**src/srl_pkg.sv**
```systemverilog
// Constants and types of the speed dependent flow ramp limiter
package srl_pkg;
  localparam int unsigned CLK_PERIOD_NS  = 25;
  localparam int unsigned TICK_PERIOD_NS = 1000000;
  localparam int unsigned TICK_CYC       = TICK_PERIOD_NS / CLK_PERIOD_NS;

  localparam int          CFG_N          = 12;
  localparam logic [10:0] FLOW_MAX       = 11'h3e8;
  localparam logic [31:0] FULL_SCALE_FX  = 32'h03e80000;
  localparam logic [15:0] TIME_MIN       = 16'h0001;
  localparam logic [15:0] TIME_MAX       = 16'h03e8;
  localparam logic [15:0] THR_OFF        = 16'h03e8;
  localparam logic [10:0] BP_LOW         = 11'h032;
  localparam logic [10:0] BP_MID         = 11'h078;
  localparam logic [10:0] BP_HIGH        = 11'h14d;
  localparam logic [3:0]  LIN_MAX        = 4'ha;
  localparam logic [5:0]  LIN_UNITY      = 6'h20;
  localparam int          LIN_SHIFT      = 5;
  localparam int          STAT_ABORT_BIT = 16;

  localparam logic [1:0]  MODE_OFF       = 2'h0;
  localparam logic [1:0]  MODE_FIXED     = 2'h1;
  localparam logic [1:0]  MODE_SPEED     = 2'h2;

  // Word indices; byte address is four times the index
  localparam logic [3:0]  IDX_TYPE        = 4'h0;
  localparam logic [3:0]  IDX_LIN_RISE    = 4'h1;
  localparam logic [3:0]  IDX_LIN_FALL    = 4'h2;
  localparam logic [3:0]  IDX_T_RISE_ZERO = 4'h3;
  localparam logic [3:0]  IDX_T_FALL_ZERO = 4'h4;
  localparam logic [3:0]  IDX_T_RISE_HIGH = 4'h5;
  localparam logic [3:0]  IDX_T_FALL_HIGH = 4'h6;
  localparam logic [3:0]  IDX_SPEED_LIMIT = 4'h7;
  localparam logic [3:0]  IDX_FAST_THR    = 4'h8;
  localparam logic [3:0]  IDX_T_FAST      = 4'h9;
  localparam logic [3:0]  IDX_ABORT_THR   = 4'ha;
  localparam logic [3:0]  IDX_T_ABORT     = 4'hb;
  localparam logic [3:0]  IDX_STATUS      = 4'hc;

  localparam logic [15:0] CFG_RST [CFG_N] = '{
    16'h0000, 16'h0000, 16'h0000, 16'h00c8, 16'h015e, 16'h00c8,
    16'h015e, 16'h01f4, 16'h03e8, 16'h0064, 16'h0000, 16'h0064};

  typedef struct packed {
    logic        cyc;
    logic        stb;
    logic        we;
    logic [7:0]  adr;
    logic [3:0]  sel;
    logic [31:0] dat;
  } srl_wb_req_t;

  typedef struct packed {
    logic        ack;
    logic [31:0] dat;
  } srl_wb_rsp_t;

  typedef enum logic [3:0] {
    ST_IDLE   = 4'h1,
    ST_INTERP = 4'h2,
    ST_STEP   = 4'h4,
    ST_APPLY  = 4'h8
  } srl_state_t;

  typedef enum logic [3:0] {
    CAT_UP    = 4'h1,
    CAT_SLOW  = 4'h2,
    CAT_FAST  = 4'h4,
    CAT_ABORT = 4'h8
  } srl_cat_t;
endpackage

```
**src/srl_div.sv**
```systemverilog
// Restoring divider, 32 by 16 bits, one quotient bit per clock
`timescale 1ns/1ps
module srl_div (
  input  wire logic        clk_sys,
  input  wire logic        reset,
  input  wire logic        start,
  input  wire logic [31:0] num,
  input  wire logic [15:0] den,
  output logic             done,
  output logic [31:0]      quo
);
  logic [16:0] rem_q;
  logic [31:0] quo_q;
  logic [15:0] den_q;
  logic [5:0]  cnt_q;
  logic        busy_q;
  logic        done_q;

  wire  [16:0] rem_sh = {rem_q[15:0], quo_q[31]};
  wire         fits   = rem_sh >= {1'b0, den_q};
  wire  [16:0] rem_nx = fits ? rem_sh - {1'b0, den_q} : rem_sh;
  wire         last   = cnt_q == 6'h1f;

  always_ff @(posedge clk_sys or posedge reset) begin
    if (reset) begin
      rem_q  <= 17'h00000;
      quo_q  <= 32'h00000000;
      den_q  <= 16'h0000;
      cnt_q  <= 6'h00;
      busy_q <= 1'b0;
      done_q <= 1'b0;
    end else if (start) begin
      rem_q  <= 17'h00000;
      quo_q  <= num;
      den_q  <= den;
      cnt_q  <= 6'h00;
      busy_q <= 1'b1;
      done_q <= 1'b0;
    end else if (busy_q) begin
      rem_q  <= rem_nx;
      quo_q  <= {quo_q[30:0], fits};
      cnt_q  <= cnt_q + 6'h01;
      busy_q <= !last;
      done_q <= last;
    end else begin
      done_q <= 1'b0;
    end
  end

  assign done = done_q;
  assign quo  = quo_q;
endmodule

```
**src/srl_limiter.sv**
```systemverilog
// Speed dependent anti-jerk flow ramp limiter with Wishbone registers
`timescale 1ns/1ps
module srl_limiter #(
  parameter int unsigned TICK_CYCLES = srl_pkg::TICK_CYC
) (
  input  wire logic                 clk_sys,
  input  wire logic                 reset,
  input  wire srl_pkg::srl_wb_req_t wb_req,
  output srl_pkg::srl_wb_rsp_t      wb_rsp,
  input  wire logic signed [10:0]   flow_req,
  input  wire logic [9:0]           speed,
  output logic signed [10:0]        flow_limited,
  output logic                      abort_active
);
  logic [15:0]         cfg_q [srl_pkg::CFG_N];
  logic                ack_q;
  logic [31:0]         rdat_q;
  logic [15:0]         tick_cnt_q;
  logic                tick_q;
  logic signed [10:0]  req_s1_q;
  logic signed [10:0]  req_s2_q;
  logic [9:0]          spd_s1_q;
  logic [9:0]          spd_s2_q;
  srl_pkg::srl_state_t state_q;
  srl_pkg::srl_state_t state_d;
  srl_pkg::srl_cat_t   cat_q;
  srl_pkg::srl_cat_t   cat_d;
  logic signed [27:0]  cur_q;
  logic signed [27:0]  cur_d;
  logic signed [27:0]  tgt_q;
  logic [15:0]         t_lo_q;
  logic                t_rise_q;
  logic [5:0]          fac_q;
  logic [26:0]         step_q;
  logic                abort_q;
  logic                abort_set_q;
  logic                div_done;
  logic [31:0]         div_quo;

  function automatic logic [15:0] tclamp(input logic [15:0] t);
    tclamp = (t < srl_pkg::TIME_MIN) ? srl_pkg::TIME_MIN :
             (t > srl_pkg::TIME_MAX) ? srl_pkg::TIME_MAX : t;
  endfunction

  function automatic logic [3:0] lclamp(input logic [15:0] l);
    lclamp = (l > 16'(srl_pkg::LIN_MAX)) ? srl_pkg::LIN_MAX : l[3:0];
  endfunction

  // Bus decode
  wire [3:0] wb_idx = wb_req.adr[5:2];
  wire       wb_map = (wb_req.adr[7:6] == 2'h0) && (wb_idx <= srl_pkg::IDX_STATUS);
  wire       wb_go  = wb_req.cyc && wb_req.stb && !ack_q;
  // Writes land on the ack edge, while the master still holds its request
  wire       wb_wr  = wb_req.cyc && wb_req.stb && wb_req.we && ack_q && wb_map;
  wire [31:0] status_word = {15'h0000, abort_q, 5'h00, cur_q[26:16]};
  wire [31:0] rd_word = !wb_map ? 32'h00000000 :
                        (wb_idx == srl_pkg::IDX_STATUS) ? status_word :
                        {16'h0000, cfg_q[wb_idx]};

  // Configuration words; tclamp keeps every time inside 1..1000 ms
  wire [1:0]  mode      = cfg_q[srl_pkg::IDX_TYPE][1:0];
  wire        ramp_on   = (mode == srl_pkg::MODE_FIXED) || (mode == srl_pkg::MODE_SPEED);
  wire [3:0]  lin_rise  = lclamp(cfg_q[srl_pkg::IDX_LIN_RISE]);
  wire [3:0]  lin_fall  = lclamp(cfg_q[srl_pkg::IDX_LIN_FALL]);
  wire [15:0] t_rise0   = tclamp(cfg_q[srl_pkg::IDX_T_RISE_ZERO]);
  wire [15:0] t_fall0   = tclamp(cfg_q[srl_pkg::IDX_T_FALL_ZERO]);
  wire [15:0] t_riseh   = tclamp(cfg_q[srl_pkg::IDX_T_RISE_HIGH]);
  wire [15:0] t_fallh   = tclamp(cfg_q[srl_pkg::IDX_T_FALL_HIGH]);
  wire [15:0] t_fast    = tclamp(cfg_q[srl_pkg::IDX_T_FAST]);
  wire [15:0] t_abort   = tclamp(cfg_q[srl_pkg::IDX_T_ABORT]);
  wire [15:0] spd_limit = cfg_q[srl_pkg::IDX_SPEED_LIMIT];
  wire [15:0] fast_thr  = cfg_q[srl_pkg::IDX_FAST_THR];
  wire [15:0] abort_thr = cfg_q[srl_pkg::IDX_ABORT_THR];

  // Request and present flow in sign and magnitude
  wire signed [10:0] req_c = (req_s2_q > $signed(srl_pkg::FLOW_MAX)) ?
                             $signed(srl_pkg::FLOW_MAX) :
                             (req_s2_q < -$signed(srl_pkg::FLOW_MAX)) ?
                             -$signed(srl_pkg::FLOW_MAX) : req_s2_q;
  wire        req_neg  = req_c[10];
  wire [10:0] req_mag  = req_neg ? 11'(-req_c) : req_c;
  wire        cur_neg  = cur_q[27];
  wire [27:0] cur_absf = cur_neg ? 28'(-cur_q) : cur_q;
  wire [10:0] cur_mag  = cur_absf[26:16];
  wire        opposite = (cur_q != 28'sh0) && (req_c != 11'sh0) && (cur_neg != req_neg);
  wire [10:0] tgt_mag  = opposite ? 11'h000 : req_mag;
  wire signed [27:0] req_fx = {req_c[10], req_c, 16'h0000};
  wire signed [27:0] tgt_fx = opposite ? 28'sh0 : req_fx;
  wire        rising   = {tgt_mag, 16'h0000} > cur_absf[26:0];

  // Reverse request strong enough aborts the slow fall
  wire abort_hit = opposite && (abort_thr != srl_pkg::THR_OFF) &&
                   (16'(req_mag) > abort_thr) &&
                   (16'(cur_mag) <= fast_thr);
  wire in_fast   = 16'(cur_mag) > fast_thr;

  always_comb begin
    if (rising) begin
      cat_d = srl_pkg::CAT_UP;
    end else if (abort_q || abort_hit) begin
      cat_d = srl_pkg::CAT_ABORT;
    end else if (in_fast) begin
      cat_d = srl_pkg::CAT_FAST;
    end else begin
      cat_d = srl_pkg::CAT_SLOW;
    end
  end

  // Time pair of the category; fast and abort have no speed pair
  wire [15:0] t_lo = (cat_d == srl_pkg::CAT_UP)   ? t_rise0 :
                     (cat_d == srl_pkg::CAT_SLOW) ? t_fall0 :
                     (cat_d == srl_pkg::CAT_FAST) ? t_fast  : t_abort;
  wire [15:0] t_hi = (cat_d == srl_pkg::CAT_UP)   ? t_riseh :
                     (cat_d == srl_pkg::CAT_SLOW) ? t_fallh : t_lo;
  wire        at_limit   = (spd_limit == 16'h0000) || ({6'h00, spd_s2_q} >= spd_limit);
  wire        speed_mode = mode == srl_pkg::MODE_SPEED;
  wire [15:0] t_direct   = (speed_mode && at_limit) ? t_hi : t_lo;
  wire        need_interp = speed_mode && !at_limit && (t_lo != t_hi);
  wire [15:0] t_span  = (t_hi >= t_lo) ? t_hi - t_lo : t_lo - t_hi;
  wire [31:0] i_num   = 32'(t_span) * 32'(spd_s2_q);

  // Progressive shaping: slower steps near closed spool
  wire [1:0]  zone_w = (cur_mag < srl_pkg::BP_LOW)  ? 2'h3 :
                       (cur_mag < srl_pkg::BP_MID)  ? 2'h2 :
                       (cur_mag < srl_pkg::BP_HIGH) ? 2'h1 : 2'h0;
  wire [3:0]  lin_sel = (cat_d == srl_pkg::CAT_UP)   ? lin_rise :
                        (cat_d == srl_pkg::CAT_SLOW) ? lin_fall : 4'h0;
  wire [5:0]  fac_d   = srl_pkg::LIN_UNITY - (6'(lin_sel) * 6'(zone_w));

  wire        tick_go   = (state_q == srl_pkg::ST_IDLE) && tick_q;
  wire [15:0] t_interp  = t_rise_q ? t_lo_q + div_quo[15:0] : t_lo_q - div_quo[15:0];
  wire        div_start = (tick_go && ramp_on) ||
                          ((state_q == srl_pkg::ST_INTERP) && div_done);
  wire [31:0] div_num   = (tick_go && need_interp) ? i_num : srl_pkg::FULL_SCALE_FX;
  wire [15:0] div_den   = (state_q == srl_pkg::ST_INTERP) ? t_interp :
                          need_interp ? spd_limit : t_direct;
  wire [31:0] step_full = div_quo * {26'h0000000, fac_q};

  // Move toward the target by one step without passing it
  wire signed [28:0] diff    = {tgt_q[27], tgt_q} - {cur_q[27], cur_q};
  wire [28:0]        diff_m  = diff[28] ? 29'(-diff) : diff;
  wire               reach   = diff_m <= {2'h0, step_q};
  wire signed [27:0] cur_nx  = reach ? tgt_q :
                               diff[28] ? cur_q - {1'b0, step_q} : cur_q + {1'b0, step_q};
  wire               abort_d = abort_set_q ||
                               (abort_q && (cur_nx != 28'sh0) && (cat_q != srl_pkg::CAT_UP));

  always_comb begin
    state_d = state_q;
    unique case (state_q)
      srl_pkg::ST_IDLE:   if (tick_q && ramp_on) begin
        state_d = need_interp ? srl_pkg::ST_INTERP : srl_pkg::ST_STEP;
      end
      srl_pkg::ST_INTERP: if (div_done) begin
        state_d = srl_pkg::ST_STEP;
      end
      srl_pkg::ST_STEP:   if (div_done) begin
        state_d = srl_pkg::ST_APPLY;
      end
      srl_pkg::ST_APPLY:  state_d = srl_pkg::ST_IDLE;
    endcase
  end

  // Disabled or unknown type passes the request straight through
  assign cur_d = (tick_go && !ramp_on) ? req_fx :
                 (state_q == srl_pkg::ST_APPLY) ? cur_nx : cur_q;

  srl_div u_div (
    .clk_sys (clk_sys),
    .reset   (reset),
    .start   (div_start),
    .num     (div_num),
    .den     (div_den),
    .done    (div_done),
    .quo     (div_quo)
  );

  for (genvar i = 0; i < srl_pkg::CFG_N; i++) begin : g_cfg
    wire wr_hit = wb_wr && (wb_idx == 4'(i));
    always_ff @(posedge clk_sys or posedge reset) begin
      if (reset) begin
        cfg_q[i] <= srl_pkg::CFG_RST[i];
      end else if (wr_hit) begin
        cfg_q[i] <= {wb_req.sel[1] ? wb_req.dat[15:8] : cfg_q[i][15:8],
                     wb_req.sel[0] ? wb_req.dat[7:0]  : cfg_q[i][7:0]};
      end
    end
  end

  always_ff @(posedge clk_sys or posedge reset) begin
    if (reset) begin
      ack_q  <= 1'b0;
      rdat_q <= 32'h00000000;
    end else begin
      ack_q  <= wb_go;
      rdat_q <= wb_go ? rd_word : 32'h00000000;
    end
  end

  // Request and speed come from another clock; two stages before use
  always_ff @(posedge clk_sys or posedge reset) begin
    if (reset) begin
      req_s1_q <= 11'sh000;
      req_s2_q <= 11'sh000;
      spd_s1_q <= 10'h000;
      spd_s2_q <= 10'h000;
    end else begin
      req_s1_q <= flow_req;
      req_s2_q <= req_s1_q;
      spd_s1_q <= speed;
      spd_s2_q <= spd_s1_q;
    end
  end

  always_ff @(posedge clk_sys or posedge reset) begin
    if (reset) begin
      tick_cnt_q <= 16'h0000;
      tick_q     <= 1'b0;
    end else begin
      tick_q     <= tick_cnt_q == 16'(TICK_CYCLES - 1);
      tick_cnt_q <= (tick_cnt_q == 16'(TICK_CYCLES - 1)) ? 16'h0000 : tick_cnt_q + 16'h0001;
    end
  end

  always_ff @(posedge clk_sys or posedge reset) begin
    if (reset) begin
      state_q     <= srl_pkg::ST_IDLE;
      cat_q       <= srl_pkg::CAT_UP;
      cur_q       <= 28'sh0;
      abort_q     <= 1'b0;
      abort_set_q <= 1'b0;
      tgt_q       <= 28'sh0;
      t_lo_q      <= srl_pkg::TIME_MIN;
      t_rise_q    <= 1'b0;
      fac_q       <= srl_pkg::LIN_UNITY;
      step_q      <= 27'h0000000;
    end else begin
      state_q <= state_d;
      cur_q   <= cur_d;
      if (tick_go) begin
        cat_q       <= cat_d;
        tgt_q       <= tgt_fx;
        t_lo_q      <= t_lo;
        t_rise_q    <= t_hi >= t_lo;
        fac_q       <= fac_d;
        abort_set_q <= ramp_on && !rising && abort_hit;
      end
      if (state_q == srl_pkg::ST_STEP && div_done) begin
        step_q <= step_full[31:srl_pkg::LIN_SHIFT];
      end
      if (tick_go && !ramp_on) begin
        abort_q <= 1'b0;
      end else if (state_q == srl_pkg::ST_APPLY) begin
        abort_q <= abort_d;
      end
    end
  end

  assign wb_rsp       = '{ack: ack_q, dat: rdat_q};
  assign flow_limited = cur_q[26:16];
  assign abort_active = abort_q;
endmodule

```
**config.mk**
```make
export PLATFORM = sky130hd
export DESIGN_NAME = srl_limiter
export DESIGN_NICKNAME = d
export VERILOG_FILES = /design/src/srl_pkg.sv /design/src/srl_div.sv /design/src/srl_limiter.sv
export SDC_FILE = /design/constraint.sdc
export NUM_CORES = 2
export LEC_CHECK = 0
export BUFFER_PORTS_ARGS = -buffer_cell sky130_fd_sc_hd__buf_4
export CORE_ASPECT_RATIO = 0.7
export CORE_MARGIN = 10
export CORE_UTILIZATION = 50
export CTS_CLUSTER_DIAMETER = 200
export DETAILED_ROUTE_END_ITERATION = 10
export PLACE_DENSITY_LB_ADDON = 0.2
export SYNTH_ARGS = -nofsm -noshare
export SYNTH_HDL_FRONTEND = slang
export SYNTH_SLANG_ARGS = --single-unit
export TNS_END_PERCENT = 10
```
**constraint.sdc**
```tcl
create_clock -name clk_sys -period 39.6 [get_ports clk_sys]
set_input_delay 7.92 -clock clk_sys [delete_from_list [all_inputs] [get_ports clk_sys]]
set_output_delay 7.92 -clock clk_sys [all_outputs]
set_load 0.01 [all_outputs]
```
==> After elaboration in Yosys (flattened, before gate mapping) <==
Index checks and enable logic that the tools add are counted.
{ "classes": {"bitwise": 1, "addsub": 14, "multipliers": 3, "muxes": 69, "n_eq_ne": 30, "n_lt_le_gt_ge": 29, "reduce_logical": 80} }
{ "op_table": {"columns": ["op", "n"], "rows": [
  ["$mux W16", 28],
  ["$mux W28", 5],
  ["$gt A16 B10 Y1 const B", 6],
  ["$lt A16 B1 Y1 const B", 6],
  ["$bmux W16 S4", 1],
  ["$mux W32", 2],
  ["$sub A16 B16 Y16", 4],
  ["$reduce_bool A28 Y1", 2],
  ["$mux W17", 3],
  ["$reduce_and A2 Y1", 24],
  ["$mux W11", 4],
  ["$logic_and A1 B1 Y1", 37],
  ["$mux W4", 9],
  ["$gt A11 B16 Y1", 2],
  ["$gt A16 B4 Y1 const B", 2],
  ["$mul A32 B6 Y32", 1],
  ["$le A29 B27 Y1", 1],
  ["$mux W29", 1],
  ["$neg A29 Y29", 1],
  ["$sub A28 B28 Y29", 1],
  ["$add A28 B27 Y28", 1],
  ["$sub A28 B27 Y28", 1],
  ["$gt A27 B27 Y1", 1],
  ["$mux W27", 1],
  ["other kinds (47)", 82]
]} }
{ "word_totals": {"register_bits": 457, "out_inout_bits": 45, "inputBits": 70, "word_cells": 274} }

==> Depth between registers and ports, before layout <==
{ "depth": {"ltp_word": 23, "depth_mapped": 64, "depth_no_buf": 59} }

==> Hierarchy <==
A second synthesis with hierarchy kept.
{ "hier_totals": {"cells_unflattened": 4430, "hier_area_um2": 40436.3} }
{ "by_module_without_submodules": {"columns": ["mod", "seq_area_each_um2", "instances", "area_each_um2", "cells_per_inst"], "rows": [
  ["srl_limiter", 9258.9, 1, 36148.4, 3969],
  ["srl_div", 1801.7, 1, 4287.9, 461]
]} }

==> Worst setup path before layout <==
No wires, ideal clock.
{ "synth_path": {"kind": "register to register", "start": "reg req_s2_q[4]", "end": "reg u_div.quo_q[25] (netlist: u_div.quo[25])", "required_time_ps": 39459, "setup_ps": 141, "arrival_time_ps": 12816, "n_path_buf": 4, "path_stages_with_launch": 63, "period_less_slack_ps": 12957, "path_slack_ps": 26643, "path_cell_list": "dfrtp_1 clkbuf_1 nand2_1 nand2_1 o41ai_1 ha_1 clkbuf_1 nor2_1 nand2_1 ha_1 nand3b_1 nor3_1 o21ai_0 a21oi_1 or3_1 nor2b_1 ha_1 nand3_1 [... 27 more ...] fa_1 inv_1 fa_1 inv_1 fa_1 inv_1 ha_1 a21oi_1 nand2_1 o21ai_0 o21ai_0 o211ai_1 a21oi_1 nor2b_1 o31ai_1 a21oi_1 xnor2_1 a22oi_1"} }
{ "synth_via": {"elab_chain_len": 23, "word_cells_on_any_way": 37, "cone_classes": "add/sub: 3; mul: 1; order compare: 5; eq/ne: 5; mux: 14; reduce/logical: 9"} }
{ "synth_lines": {"columns": ["item", "line_no", "rtl"], "rows": [
  ["start, declared", "srl_limiter.sv:21", "logic signed [10:0] req_s2_q;"],
  ["start signal, assigned", "srl_limiter.sv:209", "req_s2_q <= req_s1_q;"],
  ["$lt A11 B11 Y1", "srl_limiter.sv:78", "(req_s2_q < -$signed(srl_pkg::FLOW_MAX)) ?"],
  ["$mux W11", "srl_limiter.sv:78", null],
  ["$mux W11 *", "srl_limiter.sv:76", "wire signed [10:0] req_c = (req_s2_q > $signed(srl_pkg::FLOW_MAX)) ?"],
  ["parallel branches: the longest is 8 deep, another holds $gt A11 B16 Y1", null, null],
  ["$mux W4 *", "srl_limiter.sv:98", "if (rising) begin"],
  ["$eq A4 B3 Y1", "srl_limiter.sv:112", "(cat_d == srl_pkg::CAT_FAST) ? t_fast : t_abort;"],
  ["$mux W16", "srl_limiter.sv:112", null],
  ["$mux W16", "srl_limiter.sv:111", "(cat_d == srl_pkg::CAT_SLOW) ? t_fall0 :"],
  ["$mux W16 *", "srl_limiter.sv:110", "wire [15:0] t_lo = (cat_d == srl_pkg::CAT_UP) ? t_rise0 :"],
  ["named net t_lo[1]", "srl_limiter.sv:110", null],
  ["$mux W16", "srl_limiter.sv:114", "(cat_d == srl_pkg::CAT_SLOW) ? t_fallh : t_lo;"],
  ["$mux W16", "srl_limiter.sv:113", "wire [15:0] t_hi = (cat_d == srl_pkg::CAT_UP) ? t_riseh :"],
  ["$sub A16 B16 Y16 (tied with other cells)", "srl_limiter.sv:119", "wire [15:0] t_span = (t_hi >= t_lo) ? t_hi - t_lo : t_lo - t_hi;"],
  ["$mux W16 or $logic_and A1 B1 Y1 (tied branches)", "srl_limiter.sv:119, srl_limiter.sv:118", null],
  ["$mul A16 B10 Y26 or $logic_and A1 B1 Y1 (tied branches)", "srl_limiter.sv:120, srl_limiter.sv:134", null],
  ["$mux W26 *", "srl_limiter.sv:134", "wire [31:0] div_num = (tick_go && need_interp) ? i_num : srl_pkg::FULL_SCALE_FX;"],
  ["$mux W32 *", "srl_div.sv:32", "end else if (start) begin"],
  ["end signal, assigned", "srl_div.sv:34", "quo_q <= num;"],
  ["end signal, assigned", "srl_div.sv:41", "quo_q <= {quo_q[30:0], fits};"],
  ["end, declared", "srl_div.sv:13", "logic [31:0] quo_q;"]
]} }
Mark *: on every way through the listed nets, which the timed path passes.
A chain may end at the register's enable or synchronous reset.

==> Final worst setup path <==
{ "layout_path": {"start": "reg req_s2_q[8]", "end": "reg u_div.quo_q[25] (netlist: u_div.quo[25])"} }
The elaborated chain is that of the path after synthesis.

==> reports/results.tsv <==
metric	value	unit
relSlewSlack	21.3	%
cts_resized	0	
clock_path_buffers	3	
hp-start	req_s1_q[2]	
post_cts_buffers	0	
nNetsFinal	4827	
globalplace.congestion	0.969	
grt_first_pass_wirelength	182000	um
cp-end-kind	flip-flop	
synthCells	4294	
clockPowerShare	18.3	%
path_delay_family	compound AO/OA/AOI/OAI gates	
sequentialPowerShare	18.0	%
cts_tree	yes	
die_x	356	um
rsz0062_at_grt	false	
swShare	45.4	%
required	40.07	ns
drc	0	
clk_pin_slew	0.07	ns
drt_wl_total	115000	um
cp_max_fo	21	
fmax	63.8	MHz
ctsHoldBuffers	0	
fin_crit_sh	39.6	%
maxCapViolCount	0	
p_int	1390	uW
cts_htree_levels	2	
worst_clock_skew	0.0500	ns
cp_num_cells	58	
period_needed	15.68	ns
synth_top_flop_cell	dfrtp_1	
antenna_left	0	
slowest_delay	0.96	ns
syn-cell-area	39600	um^2
whs_endpoint	req_s2_q[2]	
post-route-util	54.1	%
grt_usage	24.8	%
regToRegSetupSlack	23.92	ns
setup_viol	0	
drtIter0Drc	3265	
drive_gt1_share	12.3	%
status	completed	
grt-ovfl-total	0	
hold_depth	0	
critPathSlowestCell	xnor2_1	
vias_per_cell	5.93	
cts_root_buffer	clkbuf_16	
post-synth-top-area-cell	dfrtp_1	
hold_path_class	reg -> reg	
portBuffers	79	
cts_buffers	45	
ys_seq_area_share	27.9	%
drt-pass1-iter-count	6	
antenna_found_initial	0	
ys_warn_count	0	
clock_latency	0.64	ns
cp-start-kind	flip-flop	
start_util	50.4	%
async_flop_share	100	%
path_class	reg -> reg	
powerDensity	59.9	nW/um^2
synth_cell_types	99	
rr_worst_depth	58	
grt_max_degree	132	
first_global_vias	30500	
ios	115	
path_buf_inv	6	
area_delta_synth_final	7.39	%
p_switching	1160	uW
placement_rows	86	
num_vias	31700	
peakVddDrop	0.194	mV
leakage	0.0203	uW
r2r-end	u_div.quo[25]	
syn_area_per_cell	9.22	um^2
routedWlPerCell	21.4	um
coreArea	78600	um^2
synth_top_area_share	25.3	%
ys_seq_elements	440	
dp_hpwl	88000	um
worstPathArrival	16.15	ns
hold_viol_final	0	
regToRegStartpoint	req_s2_q[8]	
cts.sinks	440	
dieArea	91000	um^2
final_max_slew_viol_count	0	
die_h	255	um
combPwrFrac	63.7	%
synth-edff-count	0	
tns	0	ns
synth_area_leaders	dfrtp_1 (25%), fa_1 (11%), ha_1 (8.8%), mux2_2 (5.5%), nand2_1 (4.6%)	
worst_pin_slew	1.17	ns
-- state kept, by name, indices dropped and copies added, names as in the netlist, 17 cells and up --
register,cells
u_div.quo,32
cur_q,28
cfg_q,144
rdat_q,17
step_q,27
-- stage by stage --
step | setup WS, ns | power, uW | cell area (um^2) | hold WS [ns] | instances
floorplan | 19.49 | 1670 | 39700 | 0.331 | 4329
global placement | 24.38 | 2050 | 40900 | 0.332 | 5265
detailed placement | 24.24 | 2060 | 40900 | 0.336 | 5265
CTS | 24.16 | 2540 | 42500 | 0.350 | 5346
global route | 22.75 | 2800 | 42500 | 0.356 | 5346
finish | 23.92 | 2540 | 42500 | 0.348 | 5347
-- power by group through the flow --
stage / combinational [uW] / clock, uW / sequential (uW)
6_report: 1620 / 466 / 459
4_1_cts: 1610 / 472 / 459
3_3_place_gp: 1580 / 0 / 467
3_5_place_dp: 1590 / 0 / 467
5_1_grt: 1850 / 489 / 459
2_1_floorplan: 1210 / 0 / 464
-- synth_stat cells, types with 11 or more instances --
| master | number |
|---|---|
| and4_1 | 11 |
| buf_2 | 12 |
| nor2_1 | 233 |
| dfstp_2 | 40 |
| xor2_1 | 82 |
| a211oi_1 | 32 |
| nand2b_1 | 30 |
| ha_1 | 277 |
| and2_1 | 127 |
| and3_1 | 30 |
| nor4_1 | 45 |
| dfrtp_1 | 400 |
| or4_1 | 15 |
| buf_4 | 29 |
| nor2b_1 | 61 |
| inv_1 | 411 |
| o41ai_1 | 12 |
| mux2i_1 | 69 |
| o211ai_1 | 12 |
| a21o_1 | 62 |
| a31oi_1 | 39 |
| nor3_1 | 85 |
| o22ai_1 | 26 |
| mux2_2 | 193 |
| a21oi_1 | 182 |
| or3_1 | 31 |
| o21a_1 | 32 |
| o21bai_1 | 14 |
| or2_2 | 11 |
| o21ai_0 | 214 |
| nand2_1 | 482 |
| o31ai_1 | 36 |
| xnor2_1 | 150 |
| nand4_1 | 41 |
| mux4_2 | 48 |
| clkbuf_1 | 180 |
| a2111oi_0 | 19 |
| a221oi_1 | 16 |
| fa_1 | 224 |
| a21boi_0 | 15 |
| buf_1 | 15 |
| nand3_1 | 76 |
-- logic make-up (layout without fill, tap and decap cells) --
group           after synthesis  count (layout)  share of synthesized area [%]
xor+xnor                    232             232                           5.13
flops                       440             440                           27.9
simple gates               1341            1341                           16.8
compound gates              809             809                           13.3
mux                         316             316                           10.2
fa+ha+maj                   501             501                           20.1
other cells                   2              38                         0.0190
buf+inv                     653             614                           6.60
-- final cells by class --
cell class,count,area [um^2]
repair buffers,120,913
clock buffers,61,1250
clock inverters,20,335
diodes,1,2.50
well taps,1056,1320
inverters,413,1560
fillers,7223,36000
multi-input cells,3236,26100
flip-flops and latches,440,11100
-- how the worst max path moves through the flow --
stage,start,end,slack (ns)
final,req_s2_q[8],u_div.quo[25],23.92
after detailed placement,req_s2_q[7],u_div.quo[25],24.24
after floorplan,reset,abort_active,19.49
after CTS,req_s2_q[7],u_div.quo[25],24.16
after global routing,req_s2_q[8],u_div.quo[25],22.75
after global placement,req_s2_q[7],u_div.quo[25],24.38
-- per-layer routing --
layer / track usage [%] / routed length (um)
met4: 4.89 / 2210
met5: 0 / 0
met3: 4.47 / 9790
met1: 40.1 / 57100
met2: 33.5 / 45500
-- worst register-to-register path, delay by kind of cell, from the launching register on --
family                     cells  cell delay [ns]
DFF                            1             0.45
and+or+nand+nor               18             4.12
muxes                          1             0.29
xor gates and xnor gates       2             1.15
adders and majority gates     10             4.39
AOI/OAI and AO/OA             21             4.78
buffers and inverters          6             0.38
-- layout by cell type (no fill, tap or decap), types with 14 or more instances in the layout --
| cell | synthesis | layout |
|---|---|---|
| o21ai_0 | 214 | 214 |
| o31ai_1 | 36 | 36 |
| and3_1 | 30 | 30 |
| conb_1 | 2 | 37 |
| dfrtp_1 | 400 | 399 |
| buf_4 | 29 | 119 |
| nor4_1 | 45 | 45 |
| mux4_2 | 48 | 48 |
| mux2i_1 | 69 | 69 |
| or4_1 | 15 | 15 |
| nor3_1 | 85 | 84 |
| o21a_1 | 32 | 32 |
| o22ai_1 | 26 | 26 |
| inv_1 | 411 | 410 |
| ha_1 | 277 | 277 |
| and2_1 | 127 | 127 |
| a221oi_1 | 16 | 16 |
| a21o_1 | 62 | 62 |
| a31oi_1 | 39 | 38 |
| clkbuf_16 | 0 | 45 |
| dfstp_2 | 40 | 40 |
| mux2_2 | 193 | 193 |
| a21oi_1 | 182 | 182 |
| nand2b_1 | 30 | 29 |
| fa_1 | 224 | 224 |
| nand3_1 | 76 | 76 |
| nand2_1 | 482 | 481 |
| nor2_1 | 233 | 233 |
| o21bai_1 | 14 | 14 |
| xnor2_1 | 150 | 150 |
| nor2b_1 | 61 | 61 |
| nand4_1 | 41 | 41 |
| a2111oi_0 | 19 | 19 |
| a21boi_0 | 15 | 15 |
| xor2_1 | 82 | 82 |
| a211oi_1 | 32 | 32 |
| or3_1 | 31 | 31 |
(Power assumes the default switching activity.)
